**src/inc/adcctl_pkg.sv**
```systemverilog
// Shared constants for the converter control block: timing, widths and shared pin positions.
// Assumes a single 20 MHz system clock; the acquisition and conversion times below derive cycle counts from it.
`default_nettype none
package adcctl_pkg;
  localparam int CLK_HZ = 20_000_000;
  localparam int CLK_PERIOD_NS = 1_000_000_000 / CLK_HZ;
  // Acquisition is a least time, so it rounds up; conversion is a longest time, so it rounds down.
  localparam int T_ACQ_NS = 1000;
  localparam int T_CONV_NS = 8000;
  localparam int ACQ_CYC = (T_ACQ_NS + CLK_PERIOD_NS - 1) / CLK_PERIOD_NS;
  localparam int CONV_CYC = (T_CONV_NS / CLK_PERIOD_NS) < 1 ? 1 : (T_CONV_NS / CLK_PERIOD_NS);
  // Half period of the internally generated serial clock, in system cycles.
  localparam int SCLK_HALF_CYC = 2;
  localparam int RES_W = 16;
  localparam int TMR_W = 16;
  localparam int BITCNT_W = 5;
  localparam int PIN_SDOUT = 8;
  localparam int PIN_SCLK = 9;
  localparam int PIN_SYNC = 10;
  localparam int PIN_FLAG = 11;
  localparam int PIN_HI_LO = 12;
  localparam int PIN_HI_HI = 15;
  localparam logic [RES_W-1:0] RESULT_RST = 16'h0000;
  localparam logic [TMR_W-1:0] TMR_ZERO = 16'h0000;
  localparam logic [BITCNT_W-1:0] BITCNT_ZERO = 5'h00;
  localparam logic [BITCNT_W-1:0] BITCNT_FULL = 5'h10;
  localparam logic [TMR_W-1:0] ACQ_LOAD = TMR_W'(ACQ_CYC - 1);
  localparam logic [TMR_W-1:0] CONV_LOAD = TMR_W'(CONV_CYC - 1);
  localparam logic [TMR_W-1:0] SCLK_LOAD = TMR_W'(SCLK_HALF_CYC - 1);

  typedef enum logic [1:0] {
    ADCCTL_ACQ  = 2'b00,
    ADCCTL_WAIT = 2'b01,
    ADCCTL_CONV = 2'b10,
    ADCCTL_PD   = 2'b11
  } adcctl_state_t;
endpackage
`default_nettype wire

```
**src/logic/adcctl_top.sv**
```systemverilog
// Digital control of a 16-bit sampling converter: conversion sequencing, busy, and result readout pins.
// Assumes all pin inputs are synchronous to clk_sys_in; the analog result arrives on conv_result_in.
//
// Overview of operation
// - A low serial/parallel select gives the parallel result bus, a high one turns shared pins into the serial port.
// - In serial mode the serial clock pin is an input or an output according to the clock source select.
// - In parallel mode the shared pin carries result bit eleven.
// - In serial mode with an external clock the shared bit eleven pin is the incomplete-read flag.
// - In serial slave mode a read still running when the next conversion ends loses its data and pulses the flag.
// - Result bits twelve to fifteen are outputs in either mode.
// - Busy rises when a conversion starts and falls once the result sits in the shift register.
// - The result output is enabled only while chip select and read are both low.
// - An external serial clock acts only while chip select is low.
// - A high reset input resets the block and aborts any conversion.
// - Power-down lets the current conversion finish, then blocks conversions and reduces power.
// - A start input high at the end of acquisition makes the block wait for its next falling edge to hold and convert.
// - A start input already low at the end of acquisition holds and converts at once.
// - The internal reference is on while its disable input is low and off while it is high.
// - The reference buffer is on while its disable input is low and off while it is high.
`default_nettype none
module adcctl_top #(
  parameter int RES_W = adcctl_pkg::RES_W
) (
  input wire logic clk_sys_in,
  input wire logic nrst_in,
  input wire logic reset_in,
  input wire logic power_down_request_in,
  input wire logic convert_start_n_in,
  input wire logic serial_parallel_select_in,
  input wire logic serial_clock_source_select_in,
  input wire logic cs_n_in,
  input wire logic rd_n_in,
  input wire logic serial_clock_pin_in,
  input wire logic internal_ref_disable_in,
  input wire logic ref_buffer_disable_in,
  input wire logic [RES_W-1:0] conv_result_in,
  output logic busy_out,
  output logic sample_hold_out,
  output logic power_reduced_out,
  output logic ref_enable_out,
  output logic ref_buffer_enable_out,
  output logic incomplete_read_flag_out,
  output logic [RES_W-1:0] pin_out,
  output logic [RES_W-1:0] pin_oe_out
);
  adcctl_pkg::adcctl_state_t state;
  adcctl_pkg::adcctl_state_t next_state;
  logic [adcctl_pkg::TMR_W-1:0] timer;
  logic [adcctl_pkg::TMR_W-1:0] sclk_div;
  logic [adcctl_pkg::BITCNT_W-1:0] bit_cnt;
  logic [RES_W-1:0] result;
  logic [RES_W-1:0] next_pin;
  logic start_prev;
  logic sclk_gated_prev;
  logic sclk_int;
  logic unread;
  logic sdout;
  logic bus_en;
  logic serial_mode;
  logic slave_mode;
  logic start_fall;
  logic timer_zero;
  logic acq_end;
  logic conv_done;
  logic sclk_gated;
  logic slave_shift;
  logic master_run;
  logic master_tick;
  logic master_shift;
  logic shift;
  logic read_partial;

  function automatic logic out_enabled(input logic cs_n, input logic rd_n);
    out_enabled = !cs_n && !rd_n;
  endfunction

  assign bus_en = out_enabled(cs_n_in, rd_n_in);
  assign serial_mode = serial_parallel_select_in;
  assign slave_mode = serial_mode && serial_clock_source_select_in;
  assign start_fall = start_prev && !convert_start_n_in;
  assign timer_zero = (timer == adcctl_pkg::TMR_ZERO);
  assign acq_end = (state == adcctl_pkg::ADCCTL_ACQ) && timer_zero;
  assign conv_done = (state == adcctl_pkg::ADCCTL_CONV) && timer_zero;
  assign ref_enable_out = !internal_ref_disable_in;
  assign ref_buffer_enable_out = !ref_buffer_disable_in;
  assign power_reduced_out = (state == adcctl_pkg::ADCCTL_PD);
  assign sample_hold_out = (state == adcctl_pkg::ADCCTL_CONV);

  // The external clock is masked by chip select before edge detection, so stray edges never shift.
  assign sclk_gated = serial_clock_pin_in && !cs_n_in;
  assign slave_shift = slave_mode && bus_en && sclk_gated && !sclk_gated_prev
                       && (bit_cnt != adcctl_pkg::BITCNT_FULL);
  // The internal clock only runs for a finished, unread result, so a master read never overlaps busy.
  assign master_run = serial_mode && !serial_clock_source_select_in && bus_en && unread && !busy_out;
  assign master_tick = master_run && (sclk_div == adcctl_pkg::TMR_ZERO);
  assign master_shift = master_tick && !sclk_int;
  assign shift = slave_shift || master_shift;
  assign read_partial = (bit_cnt != adcctl_pkg::BITCNT_ZERO) && (bit_cnt != adcctl_pkg::BITCNT_FULL);

  always_comb begin
    next_state = state;
    case (state)
      adcctl_pkg::ADCCTL_ACQ: begin
        if (timer_zero) begin
          if (power_down_request_in) begin
            next_state = adcctl_pkg::ADCCTL_PD;
          end else if (!convert_start_n_in) begin
            next_state = adcctl_pkg::ADCCTL_CONV;
          end else begin
            next_state = adcctl_pkg::ADCCTL_WAIT;
          end
        end
      end
      adcctl_pkg::ADCCTL_WAIT: begin
        if (power_down_request_in) begin
          next_state = adcctl_pkg::ADCCTL_PD;
        end else if (start_fall) begin
          next_state = adcctl_pkg::ADCCTL_CONV;
        end
      end
      adcctl_pkg::ADCCTL_CONV: begin
        if (timer_zero) begin
          next_state = adcctl_pkg::ADCCTL_ACQ;
        end
      end
      adcctl_pkg::ADCCTL_PD: begin
        if (!power_down_request_in) begin
          next_state = adcctl_pkg::ADCCTL_ACQ;
        end
      end
      default: begin
        next_state = adcctl_pkg::ADCCTL_ACQ;
      end
    endcase
  end

  always_ff @(posedge clk_sys_in or negedge nrst_in) begin
    if (!nrst_in) begin
      state <= adcctl_pkg::ADCCTL_ACQ;
    end else if (reset_in) begin
      state <= adcctl_pkg::ADCCTL_ACQ;
    end else begin
      state <= next_state;
    end
  end

  always_ff @(posedge clk_sys_in or negedge nrst_in) begin
    if (!nrst_in) begin
      timer <= adcctl_pkg::ACQ_LOAD;
    end else if (reset_in || (next_state == adcctl_pkg::ADCCTL_ACQ && state != adcctl_pkg::ADCCTL_ACQ)) begin
      timer <= adcctl_pkg::ACQ_LOAD;
    end else if (next_state == adcctl_pkg::ADCCTL_CONV && state != adcctl_pkg::ADCCTL_CONV) begin
      timer <= adcctl_pkg::CONV_LOAD;
    end else if (!timer_zero) begin
      timer <= timer - 1'b1;
    end
  end

  always_ff @(posedge clk_sys_in or negedge nrst_in) begin
    if (!nrst_in) begin
      start_prev <= 1'b1;
      sclk_gated_prev <= 1'b0;
    end else begin
      start_prev <= convert_start_n_in;
      sclk_gated_prev <= sclk_gated;
    end
  end

  // Busy falls in the same cycle the result is latched into the shift register.
  always_ff @(posedge clk_sys_in or negedge nrst_in) begin
    if (!nrst_in) begin
      busy_out <= 1'b0;
    end else if (reset_in || conv_done) begin
      busy_out <= 1'b0;
    end else if (next_state == adcctl_pkg::ADCCTL_CONV && state != adcctl_pkg::ADCCTL_CONV) begin
      busy_out <= 1'b1;
    end
  end

  always_ff @(posedge clk_sys_in or negedge nrst_in) begin
    if (!nrst_in) begin
      result <= adcctl_pkg::RESULT_RST;
    end else if (conv_done && !reset_in) begin
      result <= conv_result_in;
    end
  end

  adcctl_shreg #(
    .W(RES_W)
  ) u_shreg (
    .clk_sys_in(clk_sys_in),
    .nrst_in(nrst_in),
    .load_in(conv_done && !reset_in),
    .data_in(conv_result_in),
    .shift_in(shift),
    .msb_out(sdout)
  );

  // A new result restarts the bit count, which is how a partial slave read loses its data.
  always_ff @(posedge clk_sys_in or negedge nrst_in) begin
    if (!nrst_in) begin
      bit_cnt <= adcctl_pkg::BITCNT_ZERO;
    end else if (reset_in || conv_done) begin
      bit_cnt <= adcctl_pkg::BITCNT_ZERO;
    end else if (shift) begin
      bit_cnt <= bit_cnt + 1'b1;
    end
  end

  always_ff @(posedge clk_sys_in or negedge nrst_in) begin
    if (!nrst_in) begin
      unread <= 1'b0;
    end else if (reset_in) begin
      unread <= 1'b0;
    end else if (conv_done) begin
      unread <= 1'b1;
    end else if (shift && bit_cnt == adcctl_pkg::BITCNT_FULL - 1'b1) begin
      unread <= 1'b0;
    end
  end

  always_ff @(posedge clk_sys_in or negedge nrst_in) begin
    if (!nrst_in) begin
      sclk_div <= adcctl_pkg::TMR_ZERO;
      sclk_int <= 1'b0;
    end else if (!master_run) begin
      sclk_div <= adcctl_pkg::SCLK_LOAD;
      sclk_int <= 1'b0;
    end else if (master_tick) begin
      sclk_div <= adcctl_pkg::SCLK_LOAD;
      sclk_int <= !sclk_int;
    end else begin
      sclk_div <= sclk_div - 1'b1;
    end
  end

  always_ff @(posedge clk_sys_in or negedge nrst_in) begin
    if (!nrst_in) begin
      incomplete_read_flag_out <= 1'b0;
    end else begin
      incomplete_read_flag_out <= conv_done && !reset_in && slave_mode && read_partial;
    end
  end

  always_comb begin
    next_pin = result;
    if (serial_mode) begin
      next_pin[adcctl_pkg::PIN_SDOUT] = sdout;
      next_pin[adcctl_pkg::PIN_SCLK] = sclk_int;
      next_pin[adcctl_pkg::PIN_SYNC] = master_run;
      next_pin[adcctl_pkg::PIN_FLAG] = incomplete_read_flag_out;
    end
  end

  always_ff @(posedge clk_sys_in or negedge nrst_in) begin
    if (!nrst_in) begin
      pin_out <= adcctl_pkg::RESULT_RST;
    end else begin
      pin_out <= next_pin;
    end
  end

  // Low pins serve only the parallel bus; in serial mode they float.
  always_comb begin
    pin_oe_out = '0;
    if (bus_en && !serial_mode) begin
      pin_oe_out = '1;
    end
    if (bus_en && serial_mode) begin
      pin_oe_out[adcctl_pkg::PIN_SDOUT] = 1'b1;
      pin_oe_out[adcctl_pkg::PIN_SCLK] = !serial_clock_source_select_in;
      pin_oe_out[adcctl_pkg::PIN_SYNC] = 1'b1;
    end
    if (slave_mode) begin
      pin_oe_out[adcctl_pkg::PIN_FLAG] = 1'b1;
    end
    pin_oe_out[adcctl_pkg::PIN_HI_HI:adcctl_pkg::PIN_HI_LO] = {4{bus_en}};
  end
endmodule
`default_nettype wire

```
**src/logic/adcctl_shreg.sv**
```systemverilog
// Output shift register holding the latched conversion result, MSB first.
// Assumes load and shift are one-cycle strobes in the system clock domain.
`default_nettype none
module adcctl_shreg #(
  parameter int W = 16
) (
  input wire logic clk_sys_in,
  input wire logic nrst_in,
  input wire logic load_in,
  input wire logic [W-1:0] data_in,
  input wire logic shift_in,
  output logic msb_out
);
  logic [W-1:0] sreg;

  // Load wins over shift so a fresh result is never shifted on its first cycle.
  always_ff @(posedge clk_sys_in or negedge nrst_in) begin
    if (!nrst_in) begin
      sreg <= '0;
    end else if (load_in) begin
      sreg <= data_in;
    end else if (shift_in) begin
      sreg <= {sreg[W-2:0], 1'b0};
    end
  end

  always_ff @(posedge clk_sys_in or negedge nrst_in) begin
    if (!nrst_in) begin
      msb_out <= 1'b0;
    end else if (load_in) begin
      msb_out <= data_in[W-1];
    end else if (shift_in) begin
      msb_out <= sreg[W-2];
    end
  end
endmodule
`default_nettype wire

```
**config.mk**
```make
export PLATFORM = sky130hd
export DESIGN_NAME = adcctl_top
export DESIGN_NICKNAME = d
export VERILOG_FILES = /design/src/inc/adcctl_pkg.sv /design/src/logic/adcctl_top.sv /design/src/logic/adcctl_shreg.sv
export SDC_FILE = /design/constraint.sdc
export NUM_CORES = 1
export LEC_CHECK = 0
export ABC_AREA = 1
export CORE_MARGIN = 5
export CORE_UTILIZATION = 25
export CTS_CLUSTER_DIAMETER = 80
export DETAILED_ROUTE_END_ITERATION = 10
export DONT_BUFFER_PORTS = 1
export HOLD_SLACK_MARGIN = 0.12
export PLACE_DENSITY_LB_ADDON = 0.08
export SETUP_SLACK_MARGIN = 0.05
export SYNTH_ARGS = -nofsm -noshare
export SYNTH_HDL_FRONTEND = slang
export SYNTH_HIERARCHICAL = 1
export SYNTH_SLANG_ARGS = --single-unit
```
**constraint.sdc**
```tcl
create_clock -name clk_sys_in -period 5.8 [get_ports clk_sys_in]
set_input_delay 0 -clock clk_sys_in [delete_from_list [all_inputs] [get_ports clk_sys_in]]
set_output_delay 0 -clock clk_sys_in [all_outputs]
set_load 0.1 [all_outputs]
```
==> metrics, run 1 <==
status=finished clean; Max Cap Violations=0; Setup Skew=0.00808 ns; Critical Path AT=2.97 ns; area fraction of the dominant cell type after synthesis=50.7%; Vias/cell=4.19; initial antenna violation count=0; TritonRoute pass-1 iters=4; crit path kind=reg -> reg; commonest cells after routing, fill and taps aside=144 x nand2_1, 89 x dfrtp_1, 62 x nor2_1; CTS Buf Count=9; area leader, netlist=dfrtp_1; Pwr Density=285 nW/um2; setup slack after layout=3.06 ns; crit-path max cell delay=approximately 0.9 ns; first-pass GRT wire length=16,400 um; H-tree Lvls=3; final period utilization=a little under half; Worst-path clk slew=0.07 ns; Post-Synth Simple-Gate Area=29.1%; setup TNS=0 ns; met2 usage=17.0%; Die H=143 um; row cnt=48; achievable frequency=365 MHz; clock tree from TritonCTS=done; Total Wirelength=9530 um; DRT antenna net count=0; Pleak=0.00249 uW; pre-CTS setup slack=3.03 ns; GRT Util Overall=10.2%; xor/xnor cell area share of the yosys netlist=4.98%; Hold Crit Class=in -> reg; CP bufs+invs=3; worst skew pair latency=roughly 0.35 ns; area growth from synthesis to layout=17.0%; CP max FO=35; Post-CTS Resized=0; DP Wirelength=approximately 6600 um; Synth Cell Area=4390 um2; wire per inst=12.7 um; Post-Synth Adder-Cell Area=1.71%; Setup crit end kind=register; I/O pins=66; syn_nets=536; share of cells above drive strength 1=10.2%; GPL Wtd Cong=0.712; commonest non-fill, non-tap cell in the layout=nand2_1; largest family of logic cells by synthesized area=simple AND/OR/NAND/NOR gates; Max Slew Vio Count=0; Yosys cell types=38; post-synthesis compound-gate area fraction=3.28%; CP cell instances=nor2_2 > inv_1 > nor3_4 > buf_4 > inv_2 > nand3_1 > nand3_1; Crit path max-delay family=simple AND/OR/NAND/NOR gates; Syn Area/Cell=just under 9 um2; area of the die=approximately 20,000 um2; Remaining DRCs=0; RSZ-0062 raised after global routing=false; Final #Nets=~560; vias post-DR=3,149; Starting DRT DRC Count=167; Antenna diodes=0; CTS Root Cell=clkbuf_16; crit start category=register; # hold bufs at CTS=25; post-CTS repair timing setup buffer count=0; port buffer count=0; Initial Utilization=between 20% and 30%; final hold vios=0; worst slew pin tran=1.18 ns; Max Root-Sink Buffers=2; met1 Use GR=between 10% and 20%; Register Area=2330 um2; #FFs+latches synth=93; final setup fails=0; peak supply drop=128 uV; met3 Usage GRT=under 10%; Multi-input gate area=approximately 1700 um2; ranking of synthesized cells by area=dfrtp_1 51%, nand2_1 12%, nor2_1 5.6%; gr ovfl total=0; min Tclk post-route=about 2.7 ns; GRT busiest layer=met2; slew margin rel.=a little over a fifth; worst path required time=6.03 ns; Die X-Extent=143 um; # fillers=approximately 1,900; largest net degree at the start of global routing=94; total chip power=1470 uW; vias in the first global route=3,312; cell count after synthesis=approximately 500; Ys Warns=6; mux share of post-synthesis cell area=0%; Core Area=17,300 um2; clock sink total=93; Most Frequent Cell on Critical Path=nand3_1; Slowest-stage cell, CP=nor2_2; sequential cell area fraction in the yosys report=53.1%
## logic make-up after synthesis
kind of cell	count (synthesis)
XOR/XNOR	25
buffers and inverters	66
AND/OR/NAND/NOR	290
AO/OA/AOI/OAI	22
flip-flops	93
adder cells (fa/ha/maj)	6
## cell usage after synthesis
master	number
and3_1	1
dfstp_2	4
clkbuf_1	1
o21ai_1	1
o21bai_1	1
o21ai_4	1
nor2_1	66
nand4_1	2
buf_2	2
nand3b_1	2
inv_2	2
nor4_1	3
o21ai_0	9
nand2_2	4
dfrtp_1	89
o22ai_4	1
xnor2_1	9
buf_4	14
a21boi_0	1
nand2_4	1
nor3_1	6
ha_1	6
nand2_1	144
or2_2	2
nor2_4	3
clkbuf_8	1
inv_1	41
nand3_2	2
nor3_4	1
a21oi_1	7
xor2_1	16
buf_6	4
nor2_2	4
nor3b_1	1
o21a_1	1
nor2_8	1
inv_4	1
nand3_1	47
## per-layer routing
layer	vias up	wire length, um
li1	1602	-
met1	1500	4280
met2	32	4720
met3	15	322
met4	0	212
met5	-	0
## per-stage QoR
step	hold WS [ns]	area [um2]	std cells	utilization, %
2_1_floorplan	-0.296	4390	502	-
3_3_place_gp	-0.292	4600	711	26.6
3_5_place_dp	-0.292	4600	711	26.6
4_1_cts	0.136	5140	752	29.7
5_1_grt	0.185	5140	752	29.7
6_report	0.139	5140	752	29.7
## flip-flops by register name (all words and copies together) (netlist names)
register	flops
sclk_int	1
u_shreg/sreg	15
state	2
start_prev	1
pin_out	16
sclk_div	16
bit_cnt	5
timer	16
u_shreg/msb_out	1
sclk_gated_prev	1
unread	1
incomplete_read_flag_out	1
busy_out	1
result	16
## worst paths after layout
check                                            start                           end  slack [ns]  cells after the start
worst max-delay path                state[0]$_DFF_PN0_  u_shreg/sreg[10]$_DFFE_PN0P_        3.06                      7
worst min-delay path             power_down_request_in            state[1]$_DFF_PN0_        0.14                      5
worst max register to register      state[0]$_DFF_PN0_  u_shreg/sreg[10]$_DFFE_PN0P_        3.06                      7
worst min register to register  result[13]$_DFFE_PN0P_         pin_out[13]$_DFF_PN0_        0.38                      0
max in group asynchronous                      nrst_in          timer[1]$_DFFE_PN1P_        5.16                      2
min in group asynchronous                      nrst_in          pin_out[4]$_DFF_PN0_        0.22                      2
## final cells by class
type                            instances  share of cell area, %
Timing Repair Buffer                   31                   6.57
Sequential cell                        93                   45.4
Clock buffer                           10                   4.46
Inverter                               44                   3.26
Multi-Input combinational cell        343                   33.9
Tap cell                              225                   5.48
Clock inverter                          6                  0.901
## report_power, final
group	internal, uW	switching [uW]	leakage [uW]	total, uW
clock	294	267	0.000129	561
combinational	44.2	107	0.00113	152
sequential	685	67.4	0.00123	753
total	1020	442	0.00249	1470
## worst reg2reg max path, delay by kind of cell (launching register included)
kind,cells,cell delay (ns)
buffers and inverters,3,0.89
and+or+nand+nor,4,1.33
DFF,1,0.42
Note: power is estimated with default switching activity, not from simulation.
==> inputs of run 2 (changes only) <==
==> constraint.sdc (replaced) <==
create_clock -name clk_sys_in -period 2.6 [get_ports clk_sys_in]
set_input_delay 0 -clock clk_sys_in [delete_from_list [all_inputs] [get_ports clk_sys_in]]
set_output_delay 0 -clock clk_sys_in [all_outputs]
set_load 0.1 [all_outputs]
==> run 2 against run 1 <==
  * Global-route usage increased by 0.16 points
  * Wire length rose by 3.3%
  * Hold slack worse by 0.022 ns
  * Non-clock buffer count grew 10
  * Critical endpoint is now bit_cnt[2]$_DFFE_PN0P_
==> metrics, run 2 (synthesis gave the netlist of run 1 again) <==
status=finished clean; Remaining DRCs=0 (unchanged); commonest cells after routing, fill and taps aside=144 x nand2_1, 89 x dfrtp_1, 62 x nor2_1; Pwr Density=641 nW/um2 (+120%); GRT Util Overall=10.3% (+0.16 points); clock tree from TritonCTS=done; Pleak=0.00257 uW (+3.0%); gr ovfl total=0 (unchanged); peak supply drop=307 uV (+140%); DP Wirelength=6910 um (+5.4%); Max Cap Violations=0 (unchanged); I/O pins=66 (unchanged); Die H=143 um (unchanged); crit-path max cell delay=0.52 ns (-0.38 ns); Setup Skew=0.00730 ns (-0.000780 ns); Hold Crit Class=in -> reg; Slowest-stage cell, CP=o21ai_0; post-CTS repair timing setup buffer count=0 (unchanged); Setup crit end kind=register; TritonRoute pass-1 iters=4 (unchanged); port buffer count=0 (unchanged); achievable frequency=452 MHz (+24%); vias in the first global route=3,296 (-0.48%); worst slew pin tran=1.19 ns (+0.00592 ns); clock sink total=93 (unchanged); H-tree Lvls=3 (unchanged); row cnt=48 (unchanged); wire per inst=12.9 um (+2.0%); share of cells above drive strength 1=11.9% (+1.7 points); Starting DRT DRC Count=101 (-40%); final period utilization=85.1% (+38 points); CP cell instances=inv_1 > ha_1 > inv_1 > nor2_1 > nand2_1 > nor2_4 > nand2_4 > o21ai_0 > inv_1 > nand3_1 > nand2_1; Most Frequent Cell on Critical Path=inv_1; crit start category=register; DRT antenna net count=0 (unchanged); worst path required time=2.83 ns (-3.20 ns); area growth from synthesis to layout=20.0%; first-pass GRT wire length=16,800 um (+2.1%); initial antenna violation count=0 (unchanged); # fillers=1,861 (-2.3%); area of the die=20,300 um2 (unchanged); RSZ-0062 raised after global routing=false; worst skew pair latency=0.34 ns (about the same); # hold bufs at CTS=26 (+4.0%); vias post-DR=3,176 (+0.86%); crit path kind=reg -> reg; Die X-Extent=143 um (unchanged); CP max FO=15 (-57%); CTS Root Cell=clkbuf_16; Critical Path AT=2.45 ns (-0.52 ns); Core Area=17,300 um2 (unchanged); Final #Nets=566 (+1.8%); setup TNS=0 ns (unchanged); slew margin rel.=20.8% (-0.40 points); largest net degree at the start of global routing=94 (unchanged); final setup fails=0 (unchanged); Max Root-Sink Buffers=2 (unchanged); Post-CTS Resized=0 (unchanged); commonest non-fill, non-tap cell in the layout=nand2_1; Antenna diodes=0 (unchanged); Max Slew Vio Count=0 (unchanged); GPL Wtd Cong=0.719 (+1.1%); min Tclk post-route=2.21 ns (-0.529 ns); Hold Slack=0.116 ns (-0.0221 ns); final hold vios=0 (unchanged); Total Wirelength=9840 um (+3.3%); CTS Buf Count=9 (unchanged); Worst-path clk slew=0.07 ns (about the same); Initial Utilization=25.4% (unchanged); Vias/cell=4.17 (-0.47%)
-- run 2: critical path, delay by kind of cell, from the launching register on --
family,cells,cell delay (ns)
AO/OA/AOI/OAI,1,0.52
adder cells (fa/ha/maj),1,0.17
buffers and inverters,3,0.38
flip-flops,1,0.37
AND/OR/NAND/NOR,6,0.67
-- run 2: worst paths after layout --
check	startpoint	end	slack [ns]	cells past startpoint
worst max-delay path	timer[0]$_DFFE_PN1P_	bit_cnt[2]$_DFFE_PN0P_	0.39	11
worst min-delay path	serial_parallel_select_in	bit_cnt[0]$_DFFE_PN0P_	0.12	4
worst max register to register	timer[0]$_DFFE_PN1P_	bit_cnt[2]$_DFFE_PN0P_	0.39	11
worst min register to register	result[0]$_DFFE_PN0P_	pin_out[0]$_DFF_PN0_	0.38	0
max in group asynchronous	nrst_in	timer[11]$_DFFE_PN0P_	1.97	2
min in group asynchronous	nrst_in	pin_out[3]$_DFF_PN0_	0.21	2
-- run 2: per-layer routing --
layer	global-route usage, %	up-vias	wire length (um)
met5	0	-	0
li1	-	1621	-
met3	3.09	7	363
met2	16.7	40	4840
met4	3.45	0	123
met1	13.2	1508	4520
-- run 2: report_power, final --
group          total (uW)  internal [uW]  switching, uW
Combinational         356            108            248
Clock                1350            751            594
Sequential           1680           1530            148
Total                3380           2390            990
-- run 2: cell type report --
class | instances | area (um2) | area share [%]
clock inverters | 7 | 73.8 | 1.40
well taps | 225 | 282 | 5.34
repair buffers | 41 | 440 | 8.36
flip-flops and latches | 93 | 2330 | 44.3
multi-input cells | 343 | 1750 | 33.2
clock buffers | 9 | 225 | 4.27
inverters | 44 | 168 | 3.18
-- run 2: through the flow --
step / util (%) / worst slack (ns) / total power [uW] / instance area (um2) / cells
after CTS: 30.5 / 0.330 / 3450 / 5270 / 762
after global routing: 30.5 / 0.135 / 3540 / 5270 / 762
after global placement: 27.1 / 0.343 / 1990 / 4690 / 720
after detailed placement: 27.1 / 0.336 / 1990 / 4690 / 720
after floorplan: - / 0.0998 / 1940 / 4400 / 502
final: 30.5 / 0.387 / 3380 / 5270 / 762
